File: src/hdl/smh_consts.svh
`ifndef SMH_CONSTS_SVH
`define SMH_CONSTS_SVH

// ----------------------------------------
// Register offsets
// ----------------------------------------
`define SMH_IER_ADDR 8'h01
`define SMH_MCTL_ADDR 8'h04
`define SMH_MSTAT_ADDR 8'h06
`define SMH_EVT_ADDR 8'h08
`define SMH_MASK_ADDR 8'h09
`define SMH_CFG_ADDR 8'h0A

// ----------------------------------------
// Field positions
// ----------------------------------------
`define SMH_IER_MODEM_BIT 3
`define SMH_MCTL_RTS_BIT 1
`define SMH_MCTL_LOOP_BIT 4
`define SMH_CFG_DRIVE_BIT 0
`define SMH_CFG_STRAP_BIT 1
`define SMH_LINE_DCD 3
`define SMH_LINE_RI 2
`define SMH_LINE_DSR 1
`define SMH_LINE_CTS 0

// ----------------------------------------
// Reset values
// ----------------------------------------
`define SMH_MCTL_RST 5'h00
`define SMH_IER_RST 4'h0
`define SMH_DELTA_RST 4'h0
`define SMH_EVT_RST 4'h0
`define SMH_MASK_RST 4'hF
`define SMH_DRIVE_RST 1'h0
`define SMH_STRAP_RST 1'h0
`define SMH_RDATA_RST 8'h00

`endif

File: src/hdl/smh_pkg.sv
`default_nettype none

package smh_pkg;

   // ----------------------------------------
   // Strap phase after reset
   // ----------------------------------------
   typedef enum logic [2:0]
   {
      SMH_ST_INIT = 3'h1,
      SMH_ST_SAMPLE = 3'h2,
      SMH_ST_RUN = 3'h4
   } smh_phase_t;

   // ----------------------------------------
   // Carriers
   // ----------------------------------------
   typedef struct packed
   {
      logic [7:0] addr;
      logic [7:0] wdata;
      logic wr;
      logic rd;
   } smh_bus_req_t;

   // Bit order matches the delta and event layout
   typedef struct packed
   {
      logic carrier_detect_n;
      logic ring_indicator_n;
      logic set_ready_n;
      logic clear_to_send_n;
   } smh_modem_in_t;

   // ----------------------------------------
   // Module state
   // ----------------------------------------
   typedef struct packed
   {
      logic valid;
      logic [3:0] prev_n;
      logic [3:0] lvl;
      logic [3:0] rise;
      logic [3:0] chg;
   } smh_sense_t;

   typedef struct packed
   {
      smh_phase_t phase;
      logic [4:0] mctl;
      logic [3:0] ier;
      logic [3:0] delta;
      logic [3:0] evt;
      logic [3:0] mask;
      logic drive_en;
      logic strap;
      logic [7:0] rdata;
   } smh_port_t;

endpackage : smh_pkg

`default_nettype wire

File: src/hdl/smh_pin_sense.sv
`timescale 1ns/1ps
`default_nettype none

module smh_pin_sense
(
   input wire logic clk_i,
   input wire logic resetn_i,
   input wire smh_pkg::smh_modem_in_t pins_i,
   output logic [3:0] lvl_o,
   output logic [3:0] rise_o,
   output logic [3:0] chg_o
);

   // ----------------------------------------
   // State
   // ----------------------------------------
   smh_pkg::smh_sense_t s_r;
   smh_pkg::smh_sense_t s_nxt;

   // ----------------------------------------
   // Next state
   // ----------------------------------------
   // No edge is reported in the first cycle after reset, since
   // the previous pin level is not yet known
   always_comb
   begin
      s_nxt = s_r;
      s_nxt.valid = 1'b1;
      s_nxt.prev_n = pins_i;
      s_nxt.lvl = ~pins_i;
      if (s_r.valid)
      begin
         s_nxt.rise = ~s_r.prev_n & pins_i;
         s_nxt.chg = s_r.prev_n ^ pins_i;
      end
      else
      begin
         s_nxt.rise = 4'h0;
         s_nxt.chg = 4'h0;
      end
   end

   always_ff @(posedge clk_i)
   begin
      if (!resetn_i)
      begin
         s_r <= '0;
      end
      else
      begin
         s_r <= s_nxt;
      end
   end

   assign lvl_o = s_r.lvl;
   assign rise_o = s_r.rise;
   assign chg_o = s_r.chg;

endmodule : smh_pin_sense

`default_nettype wire

File: src/hdl/smh_port.sv
// Added by the designer: the register addresses and the strobed register port.
`timescale 1ns/1ps
`default_nettype none
`include "smh_consts.svh"

module smh_port
(
   input wire logic clk_i,
   input wire logic resetn_i,
   input wire smh_pkg::smh_bus_req_t bus_i,
   output logic [7:0] rdata_o,
   input wire smh_pkg::smh_modem_in_t modem_i,
   input wire logic request_to_send_n_i,
   output logic request_to_send_n_o,
   output logic request_to_send_n_oe_o,
   output logic config_base_strap_o,
   output logic irq_o
);

   // ----------------------------------------
   // Helpers
   // ----------------------------------------
   // Set wins over clear, so an edge in the clearing cycle is kept
   function automatic logic [3:0] set_clr(input logic [3:0] old,
                                          input logic [3:0] set,
                                          input logic [3:0] clr);
      set_clr = (old & ~clr) | set;
   endfunction : set_clr

   function automatic logic hit(input smh_pkg::smh_bus_req_t b,
                                input logic [7:0] a);
      hit = (b.addr == a);
   endfunction : hit

   // ----------------------------------------
   // State
   // ----------------------------------------
   localparam smh_pkg::smh_port_t RST = '{
      phase: smh_pkg::SMH_ST_INIT,
      mctl: `SMH_MCTL_RST,
      ier: `SMH_IER_RST,
      delta: `SMH_DELTA_RST,
      evt: `SMH_EVT_RST,
      mask: `SMH_MASK_RST,
      drive_en: `SMH_DRIVE_RST,
      strap: `SMH_STRAP_RST,
      rdata: `SMH_RDATA_RST
   };

   smh_pkg::smh_port_t s_r;
   smh_pkg::smh_port_t s_nxt;
   logic [3:0] lvl;
   logic [3:0] rise;
   logic [3:0] chg;
   logic [3:0] delta_clr;
   logic [3:0] evt_set;
   logic [3:0] evt_clr;
   logic loop_mode;

   // ----------------------------------------
   // Pin sensing
   // ----------------------------------------
   smh_pin_sense u_sense
   (
      .clk_i(clk_i),
      .resetn_i(resetn_i),
      .pins_i(modem_i),
      .lvl_o(lvl),
      .rise_o(rise),
      .chg_o(chg)
   );

   // ----------------------------------------
   // Next state
   // ----------------------------------------
   always_comb
   begin
      s_nxt = s_r;
      s_nxt.rdata = 8'h00;
      delta_clr = 4'h0;
      evt_clr = 4'h0;
      evt_set = 4'h0;

      // Strap is caught while the pin is still undriven
      case (s_r.phase)
         smh_pkg::SMH_ST_INIT:
         begin
            s_nxt.phase = smh_pkg::SMH_ST_SAMPLE;
         end
         smh_pkg::SMH_ST_SAMPLE:
         begin
            s_nxt.strap = request_to_send_n_i;
            s_nxt.phase = smh_pkg::SMH_ST_RUN;
         end
         smh_pkg::SMH_ST_RUN:
         begin
            s_nxt.phase = smh_pkg::SMH_ST_RUN;
         end
         default:
         begin
            s_nxt.phase = smh_pkg::SMH_ST_INIT;
         end
      endcase

      // Register reads
      if (bus_i.rd)
      begin
         case (bus_i.addr)
            `SMH_IER_ADDR:
            begin
               s_nxt.rdata = {4'h0, s_r.ier};
            end
            `SMH_MCTL_ADDR:
            begin
               s_nxt.rdata = {3'h0, s_r.mctl};
            end
            `SMH_MSTAT_ADDR:
            begin
               // Levels in bits 7..4, change bits in 3..0
               s_nxt.rdata = {lvl, s_r.delta};
               delta_clr = 4'hF;
            end
            `SMH_EVT_ADDR:
            begin
               s_nxt.rdata = {4'h0, s_r.evt};
            end
            `SMH_MASK_ADDR:
            begin
               s_nxt.rdata = {4'h0, s_r.mask};
            end
            `SMH_CFG_ADDR:
            begin
               s_nxt.rdata = {6'h00, s_r.strap, s_r.drive_en};
            end
            default:
            begin
               s_nxt.rdata = 8'h00;
            end
         endcase
      end

      // Register writes
      if (bus_i.wr)
      begin
         case (bus_i.addr)
            `SMH_IER_ADDR:
            begin
               s_nxt.ier = bus_i.wdata[3:0];
            end
            `SMH_MCTL_ADDR:
            begin
               s_nxt.mctl = bus_i.wdata[4:0];
            end
            `SMH_EVT_ADDR:
            begin
               evt_clr = bus_i.wdata[3:0];
            end
            `SMH_MASK_ADDR:
            begin
               s_nxt.mask = bus_i.wdata[3:0];
            end
            `SMH_CFG_ADDR:
            begin
               s_nxt.drive_en = bus_i.wdata[`SMH_CFG_DRIVE_BIT];
            end
            default:
            begin
               s_nxt.drive_en = s_r.drive_en;
            end
         endcase
      end

      // Change bits latch pin low to high edges
      s_nxt.delta = set_clr(s_r.delta, rise, delta_clr);

      // Any state change is an event while modem interrupts are on
      if (s_r.ier[`SMH_IER_MODEM_BIT])
      begin
         evt_set = chg;
      end
      s_nxt.evt = set_clr(s_r.evt, evt_set, evt_clr);
   end

   always_ff @(posedge clk_i)
   begin
      if (!resetn_i)
      begin
         s_r <= RST;
      end
      else
      begin
         s_r <= s_nxt;
      end
   end

   // ----------------------------------------
   // Outputs
   // ----------------------------------------
   assign loop_mode = s_r.mctl[`SMH_MCTL_LOOP_BIT];
   // Loop mode keeps the modem from seeing test traffic handshakes
   assign request_to_send_n_o = ~(s_r.mctl[`SMH_MCTL_RTS_BIT] & ~loop_mode);
   // Drive only after the strap is caught and software allows it
   assign request_to_send_n_oe_o = s_r.drive_en
                                   & (s_r.phase == smh_pkg::SMH_ST_RUN);
   assign config_base_strap_o = s_r.strap;
   assign irq_o = |(s_r.evt & s_r.mask);
   assign rdata_o = s_r.rdata;
endmodule : smh_port

`default_nettype wire

File: config.mk
export PLATFORM = sky130hd
export DESIGN_NAME = smh_port
export DESIGN_NICKNAME = d
export VERILOG_FILES = /design/src/hdl/smh_pkg.sv /design/src/hdl/smh_pin_sense.sv /design/src/hdl/smh_port.sv
export VERILOG_INCLUDE_DIRS = /design/src /design/src/hdl
export SDC_FILE = /design/constraint.sdc
export NUM_CORES = 1
export LEC_CHECK = 0
export ABC_AREA = 1
export BUFFER_PORTS_ARGS = -buffer_cell sky130_fd_sc_hd__buf_4
export CAP_MARGIN = 5
export CORE_MARGIN = 3
export CORE_UTILIZATION = 52
export CTS_BUF_LIST = sky130_fd_sc_hd__clkbuf_8
export CTS_CLUSTER_SIZE = 25
export DETAILED_ROUTE_END_ITERATION = 10
export PLACE_DENSITY = 0.8
export SYNTH_ARGS = -nofsm -noshare
export SYNTH_HDL_FRONTEND = slang
export SYNTH_HIERARCHICAL = 1
export SYNTH_SLANG_ARGS = --single-unit
File: constraint.sdc
create_clock -name clk_i -period 1.2 [get_ports clk_i]
set_input_delay 0.24 -clock clk_i [delete_from_list [all_inputs] [get_ports clk_i]]
set_output_delay 0.24 -clock clk_i [all_outputs]
set_load 0.05 [all_outputs]
=== After elaboration in Yosys (flattened, before gate mapping) ===
Index checks and enable logic that the tools add are counted.
Widths: inputs -> output; s select.

* Latch bits: 0
* Register bits after elaboration: 51
* Input port bits: 25
* Memories kept: 0
* ROM bits: 0
* Bits in writable memories: 0

* Multipliers: 0
* Shifts and indexed selects: 0
* $add $sub $neg: 0
* Div/mod/pow operators: 0
* Multiplexer cells: 9
* $lt $le $gt $ge: 0
* Equal/unequal tests: 9
* Bitwise gates (word level): 15
* Reduce and logical (&&, ||, !) cells: 8

{| class="wikitable"
|+ Operators by type and width
! operator !! count
|-
| $pmux 8 s6 || 1
|-
| $eq 8x4->1 const B || 3
|-
| $mux 4 || 5
|-
| $mux 17 || 1
|-
| $and 4x4->4 || 4
|-
| $eq 8x3->1 const B || 2
|-
| $not 4->4 || 4
|-
| $reduce_and 2->1 || 6
|-
| $eq 8x1->1 const B || 1
|-
| $mux 8 || 1
|-
| $or 4x4->4 || 2
|-
| $pmux 3 s2 || 1
|-
| $reduce_or 4->1 || 1
|-
| $xor 4x4->4 || 1
|-
| $eq 3x1->1 const B || 1
|-
| $eq 3x2->1 const B || 1
|-
| $eq 3x3->1 const B || 1
|-
| $and 1x1->1 || 2
|-
| $not 1->1 || 2
|-
| $reduce_or 2->1 || 1
|}

=== Logic depth before layout (Yosys ltp) ===
Gate-level depths: netlist of run 1.

* Depth in word-level cells: 6
* Gate-level depth with buffers: 8
* Depth with buffers taken out: 8

=== Cells and area by module ===
The synthesis of run 1 kept the hierarchy.

{| class="wikitable"
|+ Modules (own cells, without submodules)
! module !! area each (sq um) !! instances !! cells each
|-
| smh_port || 1564.0 || 1 || 229
|-
| smh_pin_sense || 600.6 || 1 || 63
|}

=== Worst setup path after synthesis of run 1 ===
Ideal clock, no wire load.

* Path type: register -> output
* From: register s_r[32] in the netlist's numbering
* To: output request_to_send_n_oe_o
* Data arrival time: 1100 ps
* Setup slack: -140 ps
* Path buffers: 0
* Cell stages (with the launch flop): 4
* Path through: dfxtp_1 > nor2_1 > nand2_1 > nor2_1

* Cells in the longest elaborated chain, start to end: 2

{| class="wikitable"
|+ RTL lines
! what !! line !! RTL
|-
| start: declaration || smh_port.sv:50 || <nowiki>smh_pkg::smh_port_t s_r;</nowiki>
|-
| start signal: assignment || smh_port.sv:192 || <nowiki>s_r <= s_nxt;</nowiki>
|-
| $eq 3x3->1 || smh_port.sv:204 || <nowiki>& (s_r.phase == smh_pkg::SMH_ST_RUN);</nowiki>
|-
| $and 1x1->1 || smh_port.sv:204 ||
|-
| end: declaration || smh_port.sv:15 || <nowiki>output logic request_to_send_n_oe_o,</nowiki>
|}

Every way passes these cells.

=== Final worst setup path of run 1 ===
* From: register s_r[31] in the netlist's numbering
* To: output request_to_send_n_oe_o

Same word-level chain as after synthesis.

==> impl_metrics.csv, run 1 <==
group,metric,value,unit
floorplanning,fp.dieW,70.5,um
final_layout,drive_above_1_share,27.5,%
global_routing,grt_max_degree,17,
timing,clock.fmax,0.761,GHz
final_layout,syn_to_final_growth,17.5,%
placed_design,dpl-instance-area,2350,sq um
timing,period_share,109,%
timing,finalClockSkew,6.58,ps
global_routing,antenna_found_initial,0,
cts,clock-sinks,51,
final_layout,antenna_cells,0,
cts,clkLatencyLatePin,310,ps
cts,clk_path_buf_depth,2,
route,wire_per_inst,11.2,um
worst_hold_path,hp-class,"in -> reg",
logic_synthesis,synth_edf_count,0,
timing,finalSetupViolCount,2,
logic_synthesis,ys_seq_elements,51,
logic_synthesis,synthFlopType,"dfxtp_1",
final_layout,stdcell_count,368,
logic_synthesis,synth_async_sr_flop_share,0,%
floorplanning,ioPinCount,37,
cts,postCtsHoldBufs,0,
logic_synthesis,syn_avg_cell_area,7.41,sq um
power_and_ir_drop,switching_share,22.8,%
power_and_ir_drop,power.internal,0.00255,W
setup_path,startpoint_type,"flip-flop",
setup_path,worstPathRequired,960,ps
route,vias,1790,
placed_design,port_buffers,33,
route,vias_per_cell,4.86,
timing,fin_setup_tns,-188,ps
floorplanning,rows,22,
route,drt_wl_total,4.12,mm
global_routing,gr-total-overflow,0,
cts,htreeDepth,2,
timing,rsz0062_at_grt,"yes",
route,ant_nets,0,
logic_synthesis,ys_warn_count,6,
status,violations,"negative setup slack",
cts,root_buffer,"clkbuf_8",
placed_design,dp.final_hpwl,3.07,mm
power_and_ir_drop,p_switching,0.000751,W
placed_design,gp_congestion,0.897,
cts,cts_buffers,5,
global_routing,grt_pass1_vias,1538,
global_routing,grtUsageTotal,16.8,%
setup_path,cp.arrival,1070,ps
logic_synthesis,yosysSeqAreaShare,47.2,%
timing,worst_slew_pin_slew,300,ps
final_layout,n_fill_cell,325,
timing,layout_min_cycle_time,1310,ps
route,dr.pass1.iters,4,
final_layout,final_cell_area,2540,sq um
power_and_ir_drop,ir_worst_vdd,0.000995,V
floorplanning,core_area,3830,sq um
power_and_ir_drop,power,0.00330,W
power_and_ir_drop,power_frac_comb,7.9,%
logic_synthesis,synth_cells,292,
final_layout,final_nets,348,
setup_path,end_kind,"primary output",
logic_synthesis,syn_nets,321,
route,drt_iter0_markers,101,
timing,slew_violations,0,
placed_design,placedCellCount,355,
power_and_ir_drop,pwr_density_cell,1300,nW/um^2
timing,relSlewSlack,79.8,%
flow_run,maxCapViolations,0,
status,run_status,"finished, violations left",
timing,hold_viol_final,0,
floorplanning,die_y,70.5,um
setup_path,crit_fanout,2,
logic_synthesis,netlist_area,2160,sq um
power_and_ir_drop,leakagePower,1.13,nW
cts,path_clk_slew,90,ps
setup_path,critical_path_class,"reg -> out",
route,drc,0,
logic_synthesis,synth_cell_types,19,
floorplanning,die-area,4970,sq um
floorplanning,start_util,56.6,%
power_and_ir_drop,clockPowerShare,38.0,%
global_routing,grt_pass1_wl,6.78,mm
cts,cts_tree,"done",
timing,setup_slack,-113,ps
power_and_ir_drop,power.share.sequential,54.1,%
-- cell usage in the layout, fill, tap and decap left out --
cell	count
ha_1	4
nor2_2	9
nand4_1	1
inv_6	1
inv_2	7
o21ai_0	1
inv_1	21
bufinv_16	1
a21oi_1	19
dfxtp_1	40
buf_6	3
dfxtp_2	11
nor4_1	1
nand2_4	1
clkbuf_8	6
nand2_2	5
nor2_4	4
buf_4	40
nand2_1	74
nor2_1	44
nand3_1	20
nand3b_1	1
o21ai_1	6
-- power groups by stage --
stage	sequential [W]	clock [W]	combinational [W]
after global routing	0.00179	0.00135	0.000299
after floorplan	0.00183	0	0.000150
final	0.00179	0.00125	0.000262
after CTS	0.00178	0.00127	0.000259
after global placement	0.00182	0	0.000252
after detailed placement	0.00182	0	0.000257
-- kinds of logic after synthesis --
group / share of synthesized area [%]
DFF: 47.2
buffers and inverters: 12.3
AOI/OAI and AO/OA: 6.01
and+or+nand+nor: 32.2
adders and majority gates: 2.31
-- Yosys cell counts, types with 3 or more instances --
master    instances  area, sq um
inv_2             7         26.3
nand3_1          20          100
o21ai_1           6         30.0
a21oi_1          19         95.1
dfxtp_1          51         1020
nand2_2           3         18.8
inv_1            21         78.8
nand2_1          76          285
buf_4            20          150
nor2_2            7         43.8
clkbuf_1          3         11.3
nor2_4            4         45.0
nor2_1           46          173
ha_1              4         50.1
-- worst max-delay path, cell delays in order (launching register included) --
cell and delay, ps:
dfxtp_2 330, nor2_2 100, nand2_2 60, nor2_2 110, buf_6 160
-- metal layers --
| metal | track usage, % | routed length, um | vias up |
|---|---|---|---|
| met4 | 4.68 | 55 | 0 |
| met2 | 25.5 | 1880 | 57 |
| met5 | 0 | 0 | - |
| li1 | - | - | 944 |
| met1 | 23.5 | 1910 | 782 |
| met3 | 4.75 | 272 | 7 |
-- timing repair --
| action | CTS | global route |
|---|---|---|
| setup endpoints to repair | 2 | 3 |
| gates resized for setup | 11 | 6 |
| buffers inserted | 3 | 2 |
| endpoints found under the hold margin | 0 | 0 |
| pin swaps | 2 | 4 |
-- sequential cells by signal, indices dropped and copies added (netlist names) --
signal               cells
u_sense/s_r              5
loop_mode                1
s_r                     24
u_sense/chg_o            4
u_sense/rise_o           4
config_base_strap_o      1
rdata_o                  8
u_sense/lvl_o            4
-- worst paths after layout --
path | from | to | slack (ps) | depth (start not counted)
hold reg to reg | u_sense/lvl_o[3]$_SDFF_PN0_ | rdata_o[7]$_SDFF_PN0_ | 430 | 2
setup / recovery | s_r[31]$_SDFF_PN1_ | request_to_send_n_oe_o | -110 | 4
hold / removal | modem_i[1] | u_sense/lvl_o[1]$_SDFF_PN0_ | 100 | 2
setup reg to reg | s_r[33]$_SDFF_PN0_ | s_r[31]$_SDFF_PN1_ | 300 | 3
-- per-stage QoR --
step | hold WS [ps] | util [%] | worst slack, ps
after CTS | 95.1 | 65.7 | -114
final | 99.6 | 66.4 | -113
after floorplan | 268 | - | 79.7
after detailed placement | 419 | 61.4 | -142
after global placement | 411 | 61.4 | -106
after global routing | 91.3 | 66.4 | -206
-- cell type report --
type | instances | area [sq um] | share of cell area, %
Inverter | 28 | 105 | 4.13
Clock buffer | 6 | 82.6 | 3.25
Sequential cell | 51 | 1030 | 40.7
Timing Repair Buffer | 43 | 334 | 13.1
Clock inverter | 2 | 38.8 | 1.53
Multi-Input combinational cell | 190 | 887 | 34.9
Tap cell | 48 | 60.1 | 2.36
Note: power is estimated with default switching activity, not from simulation.
==> inputs of run 2 (changes only) <==
Settings changed: ABC_AREA 1 to unset.
==> run 2 against run 1 <==
Effect of this change:
- the flow still finishes with violations (negative setup slack)
- clock skew fell by 0.86 ps
- sequential share of layout area fell by 3.0 points
- worst hold slack improved by 74 ps
- non-clock buffer count rose by 18
- count of clock-buffer cells in the layout did not move
- critical path type unchanged
- synthesized area rose by 1.3%
- highest routed layer unchanged
==> impl_metrics.csv, run 2 <==
group,metric,value,unit
status,run_status,"finished, violations left",
status,violations,"negative setup slack",
route,drc,0,
timing,worst_slew_pin_slew,367,ps
route,vias_per_cell,5.46,
global_routing,gr-total-overflow,0,
logic_synthesis,netlist_area,2190,sq um
final_layout,antenna_cells,0,
final_layout,n_fill_cell,302,
floorplanning,core_area,3850,sq um
route,drt_wl_total,4.78,mm
timing,setup_slack,-107,ps
cts,cts_tree,"done",
power_and_ir_drop,ir_worst_vdd,0.000852,V
floorplanning,fp.dieW,70.9,um
power_and_ir_drop,power,0.00316,W
logic_synthesis,synthFlopType,"dfxtp_1",
timing,period_share,109,%
cts,clkLatencyLatePin,300,ps
global_routing,grtUsageTotal,19.4,%
cts,cts_buffers,5,
logic_synthesis,yosysTopAreaCell,"dfxtp_1",
floorplanning,die-area,5030,sq um
final_layout,drive_above_1_share,42.0,%
final_layout,final_cell_mix,"buf_4 (55), dfxtp_1 (41), nand2_1 (18)",
cts,path_clk_slew,90,ps
timing,slew_violations,0,
global_routing,antenna_found_initial,0,
logic_synthesis,synth_cell_types,45,
placed_design,gp_congestion,0.901,
flow_run,maxCapViolations,0,
placed_design,dp.final_hpwl,3.44,mm
logic_synthesis,synth.top_cells.by_count,"dfxtp_1 (51), buf_4 (21), nand2_1 (19)",
power_and_ir_drop,leakagePower,1.14,nW
cts,postCtsHoldBufs,0,
floorplanning,rows,22,
logic_synthesis,yosysMostFrequentCell,"dfxtp_1",
cts,clk_path_buf_depth,2,
floorplanning,die_y,70.9,um
power_and_ir_drop,pwr_density_cell,1150,nW/um^2
setup_path,end_kind,"primary output",
placed_design,dp_slack,-354,ps
setup_path,crit_fanout,3,
route,wire_per_inst,15.3,um
timing,rsz0062_at_grt,"yes",
logic_synthesis,yosysSeqAreaShare,46.6,%
route,drt_iter0_markers,96,
floorplanning,ioPinCount,37,
timing,finalSetupViolCount,2,
global_routing,grt_max_degree,27,
timing,hold_viol_final,0,
final_layout,final_common_cell,"buf_4",
route,ant_nets,0,
setup_path,critical_path_class,"reg -> out",
logic_synthesis,syn_avg_cell_area,9.74,sq um
cts,clock-sinks,51,
logic_synthesis,ys_warn_count,6,
global_routing,grt_pass1_wl,7.62,mm
floorplanning,start_util,56.9,%
logic_synthesis,synth_edf_count,0,
final_layout,largest_reg_flops,24,
setup_path,startpoint_type,"flip-flop",
logic_synthesis,synth_cells,225,
cts,root_buffer,"clkbuf_8",
timing,clock.fmax,0.765,GHz
placed_design,port_buffers,33,
worst_hold_path,hp-class,"in -> reg",
logic_synthesis,syn_nets,254,
timing,layout_min_cycle_time,1310,ps
route,dr.pass1.iters,5,
final_layout,syn_to_final_growth,25.0,%
setup_path,cp.arrival,1070,ps
cts,htreeDepth,2,
logic_synthesis,synth_top_cell_area_share,46.6,%
route,vias,1702,
global_routing,grt_pass1_vias,1625,
timing,finalClockSkew,5.72,ps
final_layout,final_nets,293,
setup_path,worstPathRequired,960,ps
logic_synthesis,synth_async_sr_flop_share,0,%
final_layout,largest_register,"s_r",
logic_synthesis,ys_seq_elements,51,
timing,relSlewSlack,75.2,%
logic_synthesis,synth_area_leaders,"dfxtp_1 (47%), buf_4 (7.2%), o21ai_0 (3.9%)",
[run 2: cell types whose count changed after synthesis, moves of 9 or more]
cell,previous run,this run
a21oi_1,19,6
nand3_1,20,11
inv_1,21,5
nor2_1,46,6
nand2_1,76,19
o21ai_0,1,17
[run 2: what timing repair did]
| item | 4_1_cts | 5_1_grt |
|---|---|---|
| pin swaps | 6 | 5 |
| resized for setup | 15 | 13 |
| setup buffers | 2 | 3 |
| hold endpoints to repair | 0 | 0 |
| endpoints found under the setup margin | 11 | 16 |
[run 2: final timing paths]
| path | start | endpoint | slack (ps) | cells past startpoint |
|---|---|---|---|---|
| worst min-delay path | modem_i[0] | u_sense/s_r[12]$_SDFF_PN0_ | 170 | 2 |
| worst max-delay path | s_r[15]$_SDFF_PN0_ | irq_o | -110 | 3 |
| worst max register to register | s_r[10]$_SDFFE_PN1P_ | rdata_o[0]$_SDFF_PN0_ | 0 | 4 |
| worst min register to register | u_sense/chg_o[0]$_SDFF_PN0_ | s_r[14]$_SDFF_PN0_ | 460 | 1 |
[run 2: kinds of logic (layout without fill, tap and decap cells)]
group	Yosys count	count (layout)	share of synthesized area, %
compound gates	40	40	12.0
flops	51	51	46.6
buf+inv	34	73	9.93
fa+ha+maj	4	4	2.28
xor+xnor	1	1	0.400
mux	10	10	4.74
simple gates	85	85	24.1
[run 2: power by group]
group | total (W) | internal, W | switching, W
Sequential | 0.00180 | 0.00175 | 0.0000414
Clock | 0.00101 | 0.000465 | 0.000550
Combinational | 0.000346 | 0.000181 | 0.000164
[run 2: layout make-up]
type	count	area, sq um	share of cell area [%]
clock buffers	6	82.6	3.01
clock inverters	1	8.76	0.320
inverters	5	18.8	0.685
multi-input cells	140	1050	38.2
flip-flops and latches	51	1030	37.7
well taps	48	60.1	2.19
repair buffers	61	489	17.9
[run 2: worst max-delay path, stage by stage, from the launching register on]
cell and delay [ps]:
dfxtp_2 350, a22oi_2 180, nand2_1 90, buf_6 160
[run 2: metrics by stage]
| stage | cell area, sq um | hold slack, ps | TNS [ps] | utilization, % | instances |
|---|---|---|---|---|---|
| floorplan | 2250 | 268 | -740 | - | 225 |
| global placement | 2510 | 430 | -5350 | 65.2 | 300 |
| detailed placement | 2510 | 440 | -6150 | 65.2 | 300 |
| CTS | 2670 | 171 | -177 | 69.4 | 309 |
| global route | 2740 | 168 | -309 | 71.1 | 312 |
| finish | 2740 | 174 | -160 | 71.1 | 312 |
[run 2: per-layer routing]
layer / track usage (%) / up-vias / wire [um]
met4: 7.10 / 0 / 86
met1: 24.5 / 801 / 2170
met3: 4.40 / 9 / 200
met2: 32.3 / 43 / 2320
li1: - / 849 / -
met5: 0 / - / 0
